File: config.mk
export PLATFORM = sky130hd
export DESIGN_NAME = adc_calibration_sequencer
export DESIGN_NICKNAME = d
export VERILOG_FILES = /design/src/hdl/cal_seq_pkg.sv /design/src/hdl/adc_calibration_sequencer.sv /design/src/hdl/trim_mem.sv
export SDC_FILE = /design/constraint.sdc
export NUM_CORES = 1
export LEC_CHECK = 0
export ABC_CLOCK_PERIOD_IN_PS = 3800
export CAP_MARGIN = 20
export CORE_MARGIN = 2
export CORE_UTILIZATION = 30
export DETAILED_ROUTE_END_ITERATION = 6
export DONT_BUFFER_PORTS = 1
export HOLD_SLACK_MARGIN = 0.06
export PLACE_DENSITY_LB_ADDON = 0.12
export SLEW_MARGIN = 15
export SYNTH_ARGS = -nofsm -noshare
export SYNTH_HDL_FRONTEND = slang
export SYNTH_HIERARCHICAL = 1
export SYNTH_SLANG_ARGS = --single-unit
File: constraint.sdc
create_clock -name pclk -period 3.8 [get_ports pclk]
set_clock_uncertainty 0.1 [all_clocks]
set_input_delay 0.76 -clock pclk [delete_from_list [all_inputs] [get_ports pclk]]
set_output_delay 0.76 -clock pclk [all_outputs]
set_load 0.02 [all_outputs]
File: src/hdl/cal_seq_pkg.sv
// Constants, types and register map of the calibration sequencer.
package cal_seq_pkg;

  // ---------------------------------------------------------------
  // Register map
  // ---------------------------------------------------------------
  localparam logic [7:0] ADDR_CTRL   = 8'h00;
  localparam logic [7:0] ADDR_TRIG   = 8'h04;
  localparam logic [7:0] ADDR_SLEEP  = 8'h08;
  localparam logic [7:0] ADDR_SETTLE = 8'h0c;
  localparam logic [7:0] ADDR_STATUS = 8'h10;
  localparam logic [7:0] ADDR_TRIM0  = 8'h20;
  localparam int         NUM_TRIMS   = 6;
  localparam int         TRIM_W      = 12;

  // Control register fields.
  localparam int BIT_CAL_EN     = 0;
  localparam int BIT_SRC_SEL    = 1;
  localparam int BIT_BG_EN      = 2;
  localparam int BIT_LOW_POWER_BG_ENABLE      = 3;
  localparam int BIT_LOW_POWER_SWAP_TRIGGER_MODE    = 4;
  localparam int BIT_FG_OS      = 5;
  localparam int BIT_BG_OS      = 6;
  localparam int CTRL_W         = 7;

  // Status register fields.
  localparam int BIT_DONE       = 0;
  localparam int BIT_BUSY       = 1;
  localparam int BIT_SPARE_LO   = 4;

  // ---------------------------------------------------------------
  // Timing and reset values
  // ---------------------------------------------------------------
  localparam int          STEP_CYCLES   = 64;
  localparam logic [15:0] SLEEP_RST     = 16'h0100;
  localparam logic [15:0] SETTLE_RST    = 16'h0010;
  localparam logic [TRIM_W-1:0] TRIM_FACTORY = 12'h800;
  localparam logic [11:0] MID_CODE      = 12'h000;

  typedef enum logic [1:0] {core_a, core_b, core_c} core_t;
  typedef enum {
    st_fg_cal, st_fg_os, st_idle, st_bg_wait, st_bg_sleep,
    st_bg_settle, st_bg_cal, st_bg_os, st_bg_swap
  } state_t;

endpackage

File: src/hdl/adc_calibration_sequencer.sv
// Calibration sequencer for the three interleaved converter cores.
`timescale 1ns/1ps
module adc_calibration_sequencer
  import cal_seq_pkg::*;
#(
  parameter int SAMPLE_W = 12,
  parameter int STEP     = STEP_CYCLES
) (
  input  wire logic                pclk,
  input  wire logic                presetn,
  input  wire logic                ce,
  input  wire logic                psel,
  input  wire logic                penable,
  input  wire logic                pwrite,
  input  wire logic [7:0]          paddr,
  input  wire logic [31:0]         pwdata,
  output logic      [31:0]         prdata,
  output logic                     pready,
  output logic                     pslverr,
  input  wire logic                cal_trigger_pin,
  input  wire logic [SAMPLE_W-1:0] sample_in,
  output logic      [SAMPLE_W-1:0] sample_out,
  output logic      [2:0]          core_online,
  output logic      [2:0]          core_powered,
  output logic      [1:0]          spare_core,
  output logic                     offset_cal_active,
  output logic                     swap_pulse
);

  // ---------------------------------------------------------------
  // Register state
  // ---------------------------------------------------------------
  logic [CTRL_W-1:0] ctrl;
  logic [15:0]       spare_sleep_delay;
  logic [15:0]       spare_settle_delay;
  logic              cal_software_trigger;
  logic              foreground_cal_done;
  logic              os_once;
  logic              os_owed;
  state_t            state;
  core_t             spare;
  core_t             victim;
  logic [15:0]       timer;
  logic              pin_s1;
  logic              pin_s2;
  logic              pin_d;

  wire cal_enable                  = ctrl[BIT_CAL_EN];
  wire cal_trigger_source_select   = ctrl[BIT_SRC_SEL];
  wire background_cal_enable       = ctrl[BIT_BG_EN];
  wire low_power_bg_enable         = ctrl[BIT_LOW_POWER_BG_ENABLE];
  wire low_power_swap_trigger_mode = ctrl[BIT_LOW_POWER_SWAP_TRIGGER_MODE];
  wire fg_offset_cal_enable        = ctrl[BIT_FG_OS];
  wire bg_offset_cal_enable        = ctrl[BIT_BG_OS];
  wire low_power_background_mode   = background_cal_enable &&
                                     low_power_bg_enable;

  wire apb_first = psel && penable && !pready;
  wire apb_wr    = psel && penable && pwrite;
  wire in_trim   = (paddr >= ADDR_TRIM0) &&
                   (paddr < ADDR_TRIM0 + 8'(4 * NUM_TRIMS));
  wire [2:0] trim_idx = 3'((paddr - ADDR_TRIM0) >> 2);
  wire [TRIM_W-1:0] trim_rd;

  function automatic logic mapped(input logic [7:0] a);
    mapped = (a == ADDR_CTRL) || (a == ADDR_TRIG) || (a == ADDR_SLEEP)
          || (a == ADDR_SETTLE) || (a == ADDR_STATUS) ||
             ((a >= ADDR_TRIM0) && (a < ADDR_TRIM0 + 8'(4 * NUM_TRIMS)));
  endfunction

  // ---------------------------------------------------------------
  // Trigger pin synchroniser and event selection
  // ---------------------------------------------------------------
  always_ff @(posedge pclk or negedge presetn) begin
    if (!presetn) begin
      pin_s1 <= 1'b0;
      pin_s2 <= 1'b0;
      pin_d  <= 1'b0;
    end else if (ce) begin
      pin_s1 <= cal_trigger_pin;
      pin_s2 <= pin_s1;
      pin_d  <= pin_s2;
    end
  end

  // The software bit is a level; an event is taken on its rising write.
  wire sw_write = apb_wr && pready && (paddr == ADDR_TRIG) && ce;
  wire sw_event = sw_write && pwdata[0] && !cal_software_trigger;
  // The bit stays set in background, so a swap request is any write of one.
  wire sw_again = sw_write && pwdata[0];
  wire pin_event = pin_s2 && !pin_d;
  wire user_event = cal_trigger_source_select ? pin_event
                                              : sw_event;
  // Background needs pin select low and software trigger high.
  wire bg_armed = background_cal_enable && cal_enable &&
                  !cal_trigger_source_select && cal_software_trigger;

  // ---------------------------------------------------------------
  // APB slave
  // ---------------------------------------------------------------
  // Offset calibration owns the trims; software writes are dropped.
  wire trim_sw_we = apb_wr && pready && in_trim &&
                    !fg_offset_cal_enable && !bg_offset_cal_enable;
  wire trim_hw_we = (state == st_fg_os || state == st_bg_os) &&
                    (timer == 16'd0);
  wire [TRIM_W-1:0] trim_hw_val =
    TRIM_FACTORY - TRIM_W'(sample_in[SAMPLE_W-1 -: 4]);

  trim_mem #(.DEPTH(NUM_TRIMS), .WIDTH(TRIM_W)) u_trim (
    .pclk    (pclk),
    .presetn (presetn),
    .ce      (ce),
    .we      (trim_hw_we || trim_sw_we),
    .waddr   (trim_hw_we ? 3'({victim, 1'b0}) : trim_idx),
    .wdata   (trim_hw_we ? trim_hw_val : pwdata[TRIM_W-1:0]),
    .raddr   (trim_idx),
    .rdata   (trim_rd)
  );

  // One wait state lets the trim memory register its read data.
  always_ff @(posedge pclk or negedge presetn) begin
    if (!presetn) begin
      pready <= 1'b0;
    end else if (ce) begin
      pready <= apb_first;
    end
  end

  always_ff @(posedge pclk or negedge presetn) begin
    if (!presetn) begin
      prdata  <= '0;
      pslverr <= 1'b0;
    end else if (ce) begin
      pslverr <= apb_first && !mapped(paddr);
      if (apb_first && !pwrite) begin
        unique case (paddr)
          ADDR_CTRL:   prdata <= 32'(ctrl);
          ADDR_TRIG:   prdata <= 32'(cal_software_trigger);
          ADDR_SLEEP:  prdata <= 32'(spare_sleep_delay);
          ADDR_SETTLE: prdata <= 32'(spare_settle_delay);
          ADDR_STATUS: prdata <= 32'({spare, 2'b00,
                                      state != st_idle,
                                      foreground_cal_done});
          default:     prdata <= in_trim ? 32'(trim_rd) : 32'h0;
        endcase
      end
    end
  end

  always_ff @(posedge pclk or negedge presetn) begin
    if (!presetn) begin
      ctrl                 <= '0;
      spare_sleep_delay    <= SLEEP_RST;
      spare_settle_delay   <= SETTLE_RST;
      cal_software_trigger <= 1'b0;
    end else if (ce && apb_wr && pready) begin
      unique case (paddr)
        ADDR_CTRL:   ctrl <= pwdata[CTRL_W-1:0];
        ADDR_TRIG:   cal_software_trigger <= pwdata[0];
        ADDR_SLEEP:  spare_sleep_delay <= pwdata[15:0];
        ADDR_SETTLE: spare_settle_delay <= pwdata[15:0];
        default:     ;
      endcase
    end
  end

  // ---------------------------------------------------------------
  // Sequencer
  // ---------------------------------------------------------------
  // Latched when calibration is enabled with the one-time offset set;
  // the single offset step stays owed until background has run it.
  always_ff @(posedge pclk or negedge presetn) begin
    if (!presetn) begin
      os_once <= 1'b0;
      os_owed <= 1'b0;
    end else if (ce) begin
      if (apb_wr && pready && paddr == ADDR_CTRL &&
          pwdata[BIT_CAL_EN] && !cal_enable) begin
        os_once <= fg_offset_cal_enable;
        os_owed <= fg_offset_cal_enable;
      end else if (state == st_bg_os && timer == 16'd0) begin
        os_owed <= 1'b0;
      end
    end
  end

  always_ff @(posedge pclk or negedge presetn) begin
    if (!presetn) begin
      state               <= st_fg_cal;
      timer               <= 16'(STEP);
      spare               <= core_c;
      victim              <= core_a;
      foreground_cal_done <= 1'b0;
      swap_pulse          <= 1'b0;
    end else if (ce) begin
      swap_pulse <= 1'b0;
      if (timer != 16'd0) begin
        timer <= timer - 16'd1;
      end
      unique case (state)
        st_idle: begin
          if (bg_armed) begin
            state  <= st_bg_wait;
            victim <= core_a;
            spare  <= core_c;
          end else if (user_event) begin
            state               <= st_fg_cal;
            timer               <= 16'(STEP);
            foreground_cal_done <= 1'b0;
          end
        end
        st_fg_cal: if (timer == 16'd0) begin
          timer <= 16'(STEP);
          if (fg_offset_cal_enable) begin
            state <= st_fg_os;
          end else begin
            state               <= st_idle;
            foreground_cal_done <= 1'b1;
          end
        end
        st_fg_os: if (timer == 16'd0) begin
          state               <= st_idle;
          foreground_cal_done <= 1'b1;
        end
        st_bg_wait: begin
          if (!bg_armed) begin
            state <= st_idle;
          end else if (!low_power_background_mode) begin
            state <= st_bg_cal;
            timer <= 16'(STEP);
          end else if (!low_power_swap_trigger_mode) begin
            state <= st_bg_sleep;
            timer <= spare_sleep_delay;
          end else if (sw_again || pin_event) begin
            state <= st_bg_settle;
            timer <= spare_settle_delay;
          end
        end
        st_bg_sleep: if (timer == 16'd0) begin
          state <= st_bg_settle;
          timer <= spare_settle_delay;
        end
        st_bg_settle: if (timer == 16'd0) begin
          state <= st_bg_cal;
          timer <= 16'(STEP);
        end
        st_bg_cal: if (timer == 16'd0) begin
          timer <= 16'(STEP);
          state <= ((bg_offset_cal_enable && !os_once) || os_owed) ?
                   st_bg_os : st_bg_swap;
        end
        st_bg_os: if (timer == 16'd0) begin
          state <= st_bg_swap;
        end
        st_bg_swap: begin
          // Spare takes the victim's slot; the victim becomes spare.
          swap_pulse <= 1'b1;
          spare      <= victim;
          victim     <= (victim == core_a || spare == core_a) ?
                        ((victim == core_b) ? core_c : core_b) : core_a;
          state      <= st_bg_wait;
        end
        default: state <= st_idle;
      endcase
    end
  end

  // ---------------------------------------------------------------
  // Core power, online set and sample path
  // ---------------------------------------------------------------
  wire fg_busy = (state == st_fg_cal) || (state == st_fg_os);
  wire spare_up = !low_power_background_mode ||
                  state == st_bg_settle || state == st_bg_cal ||
                  state == st_bg_os || state == st_bg_swap;

  always_ff @(posedge pclk or negedge presetn) begin
    if (!presetn) begin
      core_online       <= 3'b000;
      core_powered      <= 3'b111;
      spare_core        <= 2'(core_c);
      offset_cal_active <= 1'b0;
    end else if (ce) begin
      spare_core        <= 2'(spare);
      offset_cal_active <= (state == st_fg_os) || (state == st_bg_os);
      if (fg_busy) begin
        core_online <= 3'b000;
      end else begin
        core_online <= ~(3'b001 << spare);
      end
      core_powered <= spare_up ? 3'b111 : ~(3'b001 << spare);
    end
  end

  // Swaps may glitch the stream briefly; no attempt is made to hide it.
  always_ff @(posedge pclk or negedge presetn) begin
    if (!presetn) begin
      sample_out <= SAMPLE_W'(MID_CODE);
    end else if (ce) begin
      sample_out <= fg_busy ? SAMPLE_W'(MID_CODE)
                            : sample_in;
    end
  end

endmodule

File: src/hdl/trim_mem.sv
// Small register memory for the input offset trims.
`timescale 1ns/1ps
module trim_mem
  import cal_seq_pkg::*;
#(
  parameter int DEPTH = NUM_TRIMS,
  parameter int WIDTH = TRIM_W
) (
  input  wire logic             pclk,
  input  wire logic             presetn,
  input  wire logic             ce,
  input  wire logic             we,
  input  wire logic [2:0]       waddr,
  input  wire logic [WIDTH-1:0] wdata,
  input  wire logic [2:0]       raddr,
  output logic      [WIDTH-1:0] rdata
);

  logic [WIDTH-1:0] mem [DEPTH];

  // Factory values load at reset; the array is then freely rewritten.
  always_ff @(posedge pclk or negedge presetn) begin
    if (!presetn) begin
      for (int i = 0; i < DEPTH; i++) begin
        mem[i] <= TRIM_FACTORY;
      end
    end else if (ce && we && (int'(waddr) < DEPTH)) begin
      mem[waddr] <= wdata;
    end
  end

  always_ff @(posedge pclk or negedge presetn) begin
    if (!presetn) begin
      rdata <= '0;
    end else if (ce) begin
      rdata <= (int'(raddr) < DEPTH) ? mem[raddr] : '0;
    end
  end

endmodule
==> flow_summary_export.csv <==
group,metric,value,unit
grt,grt_overflow,0,
clocking,htree_num_levels,4,
critical_path,critPathBufInv,2,
critical_path,slowest_delay,570,ps
die,io_pins,115,
finish,final_area,11100,sq um
logic_synthesis,syn_inst,909,
logic_synthesis,synth.distinct_cells,77,
pwr,power_density,400,nW/um^2
finish,fillers,3327,
critical_path,crit_fanout,12,
critical_path,crit_chain,"inv_1 > ha_1 > or4b_4 > or4_4 > or3_4 > nand2_1 > nand2_1 > nand2b_1 > nor3_2 > buf_12 > mux2_2",
clocking,clkSinkCount,194,
die,initial_core_util,30.5,%
finish,utilization,34.1,%
finish,final_cell_mix,"dfrtp_1, mux2_2, nor2_1",
finish,final_common_cell,"dfrtp_1",
pwr,ir_drop,0.308,mV
die,dieWidth,186,um
placement,place_ws,47.7,ps
critical_path,timing.reg2reg.setup_slack,100,ps
logic_synthesis,synth_seq_cells,194,
clocking,cts.path.max_buffers,2,
clocking,insertion_delay,450,ps
pwr,p_leak,4.99,nW
critical_path,r2r_cells,11,
finish,drive_gt1_share,25.6,%
timing,slew_headroom,43.2,%
die,coreArea,32600,sq um
run,cap_violations,0,
die,dieArea,34700,sq um
critical_path,crit_family,"simple AND/OR/NAND/NOR gates",
outcome,status,"finished, violations left",
timing,hold_ws,-102,ps
critical_path,cpMostUsedCell,"nand2_1",
critical_path,cp-end-kind,"register",
routing,ant_nets,0,
grt,grt_antenna_before_repair,0,
critical_path,start_kind,"register",
timing,postLayoutSetupSlackWorst,99.5,ps
routing,first_pass_iters,5,
outcome,failed_checks,"hold timing",
die,die_h,186,um
clocking,tritoncts,"done",
critical_path,reg2reg_to,"u_trim/mem[48]$_DFFE_PN0P_",
critical_path,crit_required,4030,ps
routing,drt_iter0_drc,403,
critical_path,r2r_start,"timer[0]$_DFFE_PN0P_",
critical_path,worstSetupPathType,"reg -> reg",
routing,num_vias,7027,
grt,grt_pass1_wl,44500,um
timing,rsz0062_at_grt,"yes",
finish,antennaDiodeCount,0,
critical_path,arrival,3930,ps
timing,maxSlewViolCount,0,
grt,grt_pass1_vias,7155,
logic_synthesis,synthArstFlopShare,100,%
routing,viasPerCell,5.15,
finish,area.growth.synth_to_final,11.8,%
logic_synthesis,synth_edf_count,0,
grt,grtUsageTotal,17.2,%
critical_path,startpoint,"timer[0]$_DFFE_PN0P_",
finish,nets,973,
placement,dp_hpwl,19200,um
placement,io_buffers,0,
logic_synthesis,ys.flop_type,"dfrtp_1",
logic_synthesis,synth_area,9960,sq um
clocking,clkSlewWorstSetupHoldPaths,80,ps
critical_path,critical_path_depth,11,
die,rows,66,
logic_synthesis,yosysWarnings,6,
clocking,numCtsBuffers,17,
timing,setup_viol,0,
logic_synthesis,postSynthAreaPerCell,11.0,sq um
clocking,cts_root_buffer,"clkbuf_16",
logic_synthesis,ys_seq_area_share,48.9,%
timing,timing.fmax,270,MHz
timing,hold_viol_final,68,
routing,drc_errors,0,
timing,fin_crit,3700,ps
worst_hold_path,worstHoldPathType,"in -> async",
finish,regArea,4870,sq um
routing,wl,28600,um
placement,gp_congestion,0.779,
timing,worstMarginPinSlew,849,ps
pwr,finalPower,4.46,mW
routing,wl_per_cell,21.0,um
finish,multi_input_area,4710,sq um
grt,grt_max_degree,195,
timing,fin_crit_sh,97.4,%
placement,placed_area,10500,sq um
critical_path,cp_slowest_cell,"or4_4",
-- cells in the mapped netlist, types with 10 or more instances --
| library cell | count | area [sq um] |
|---|---|---|
| nand3_1 | 14 | 70.1 |
| mux2_2 | 131 | 1480 |
| buf_2 | 14 | 70.1 |
| inv_1 | 17 | 63.8 |
| nor3_1 | 21 | 105 |
| o31ai_1 | 10 | 75.1 |
| nor2_1 | 85 | 319 |
| dfstp_2 | 14 | 368 |
| a22o_1 | 16 | 140 |
| nand2_1 | 79 | 297 |
| a21oi_1 | 49 | 245 |
| mux2i_1 | 19 | 190 |
| o21ai_0 | 42 | 210 |
| buf_4 | 18 | 135 |
| dfrtp_1 | 180 | 4500 |
| clkbuf_1 | 32 | 120 |
| a22oi_1 | 17 | 128 |
-- layer usage --
| metal | track usage (%) | routed length [um] | vias to the layer above |
|---|---|---|---|
| met4 | 3.75 | 247 | 0 |
| met3 | 3.80 | 1130 | 19 |
| li1 | - | - | 3304 |
| met2 | 28.4 | 14100 | 113 |
| met5 | 0 | 0 | - |
| met1 | 23.0 | 13200 | 3591 |
-- timing repair --
action                                  4_1_cts  5_1_grt
buffers inserted                              0        2
endpoints found under the hold margin       185      185
resized for setup                             0        3
endpoints found under the setup margin        0       59
-- flip-flops by register name (all words and copies together), names as in the netlist, 2 cells and up --
| signal | cells |
|---|---|
| state | 4 |
| timer | 16 |
| u_trim/mem | 72 |
| sample_out | 12 |
| prdata | 16 |
| spare_sleep_delay | 16 |
| core_powered | 3 |
| core_online | 3 |
| ctrl | 7 |
| spare | 2 |
| spare_settle_delay | 16 |
| spare_core | 2 |
| victim | 2 |
| u_trim/rdata | 12 |
-- layout make-up --
class,instances,area share [%]
multi-input combinational,642,42.3
clock buffer,17,3.82
tap,442,4.97
sequential,194,43.7
timing repair buffer,36,2.83
inverter,18,0.607
clock inverter,15,1.73
-- kinds of logic (layout without fill, tap and decap cells) --
logic type / after synthesis / after routing / share of synthesized area, %
AND/OR/NAND/NOR: 256 / 257 / 12.5
AO/OA/AOI/OAI: 199 / 199 / 13.4
flip-flops: 194 / 194 / 48.9
multiplexers: 163 / 163 / 19.7
buffers and inverters: 89 / 86 / 4.60
adder cells (fa/ha/maj): 5 / 5 / 0.628
XOR/XNOR: 2 / 2 / 0.176
other: 1 / 16 / 0.0376
-- where the power goes --
| part | switching, mW | internal [mW] |
|---|---|---|
| sequential | 0.0937 | 2.14 |
| clock | 0.892 | 1.06 |
| combinational | 0.153 | 0.129 |
-- through the flow --
step | std cells | TNS [ps]
after global placement | 1327 | 0
after detailed placement | 1327 | 0
after floorplan | 924 | 0
after global routing | 1364 | -601
final | 1364 | 0
after CTS | 1359 | 0
-- worst max path at each step --
stage and end:
2_1_floorplan u_trim/mem[10]$_DFFE_PN0P_, 3_3_place_gp u_trim/mem[32]$_DFFE_PN0P_, 3_5_place_dp u_trim/mem[29]$_DFFE_PN0P_, 4_1_cts u_trim/mem[27]$_DFFE_PN0P_, 5_1_grt u_trim/mem[48]$_DFFE_PN0P_, 6_report u_trim/mem[48]$_DFFE_PN0P_
Power figures use the tool's default switching activity.
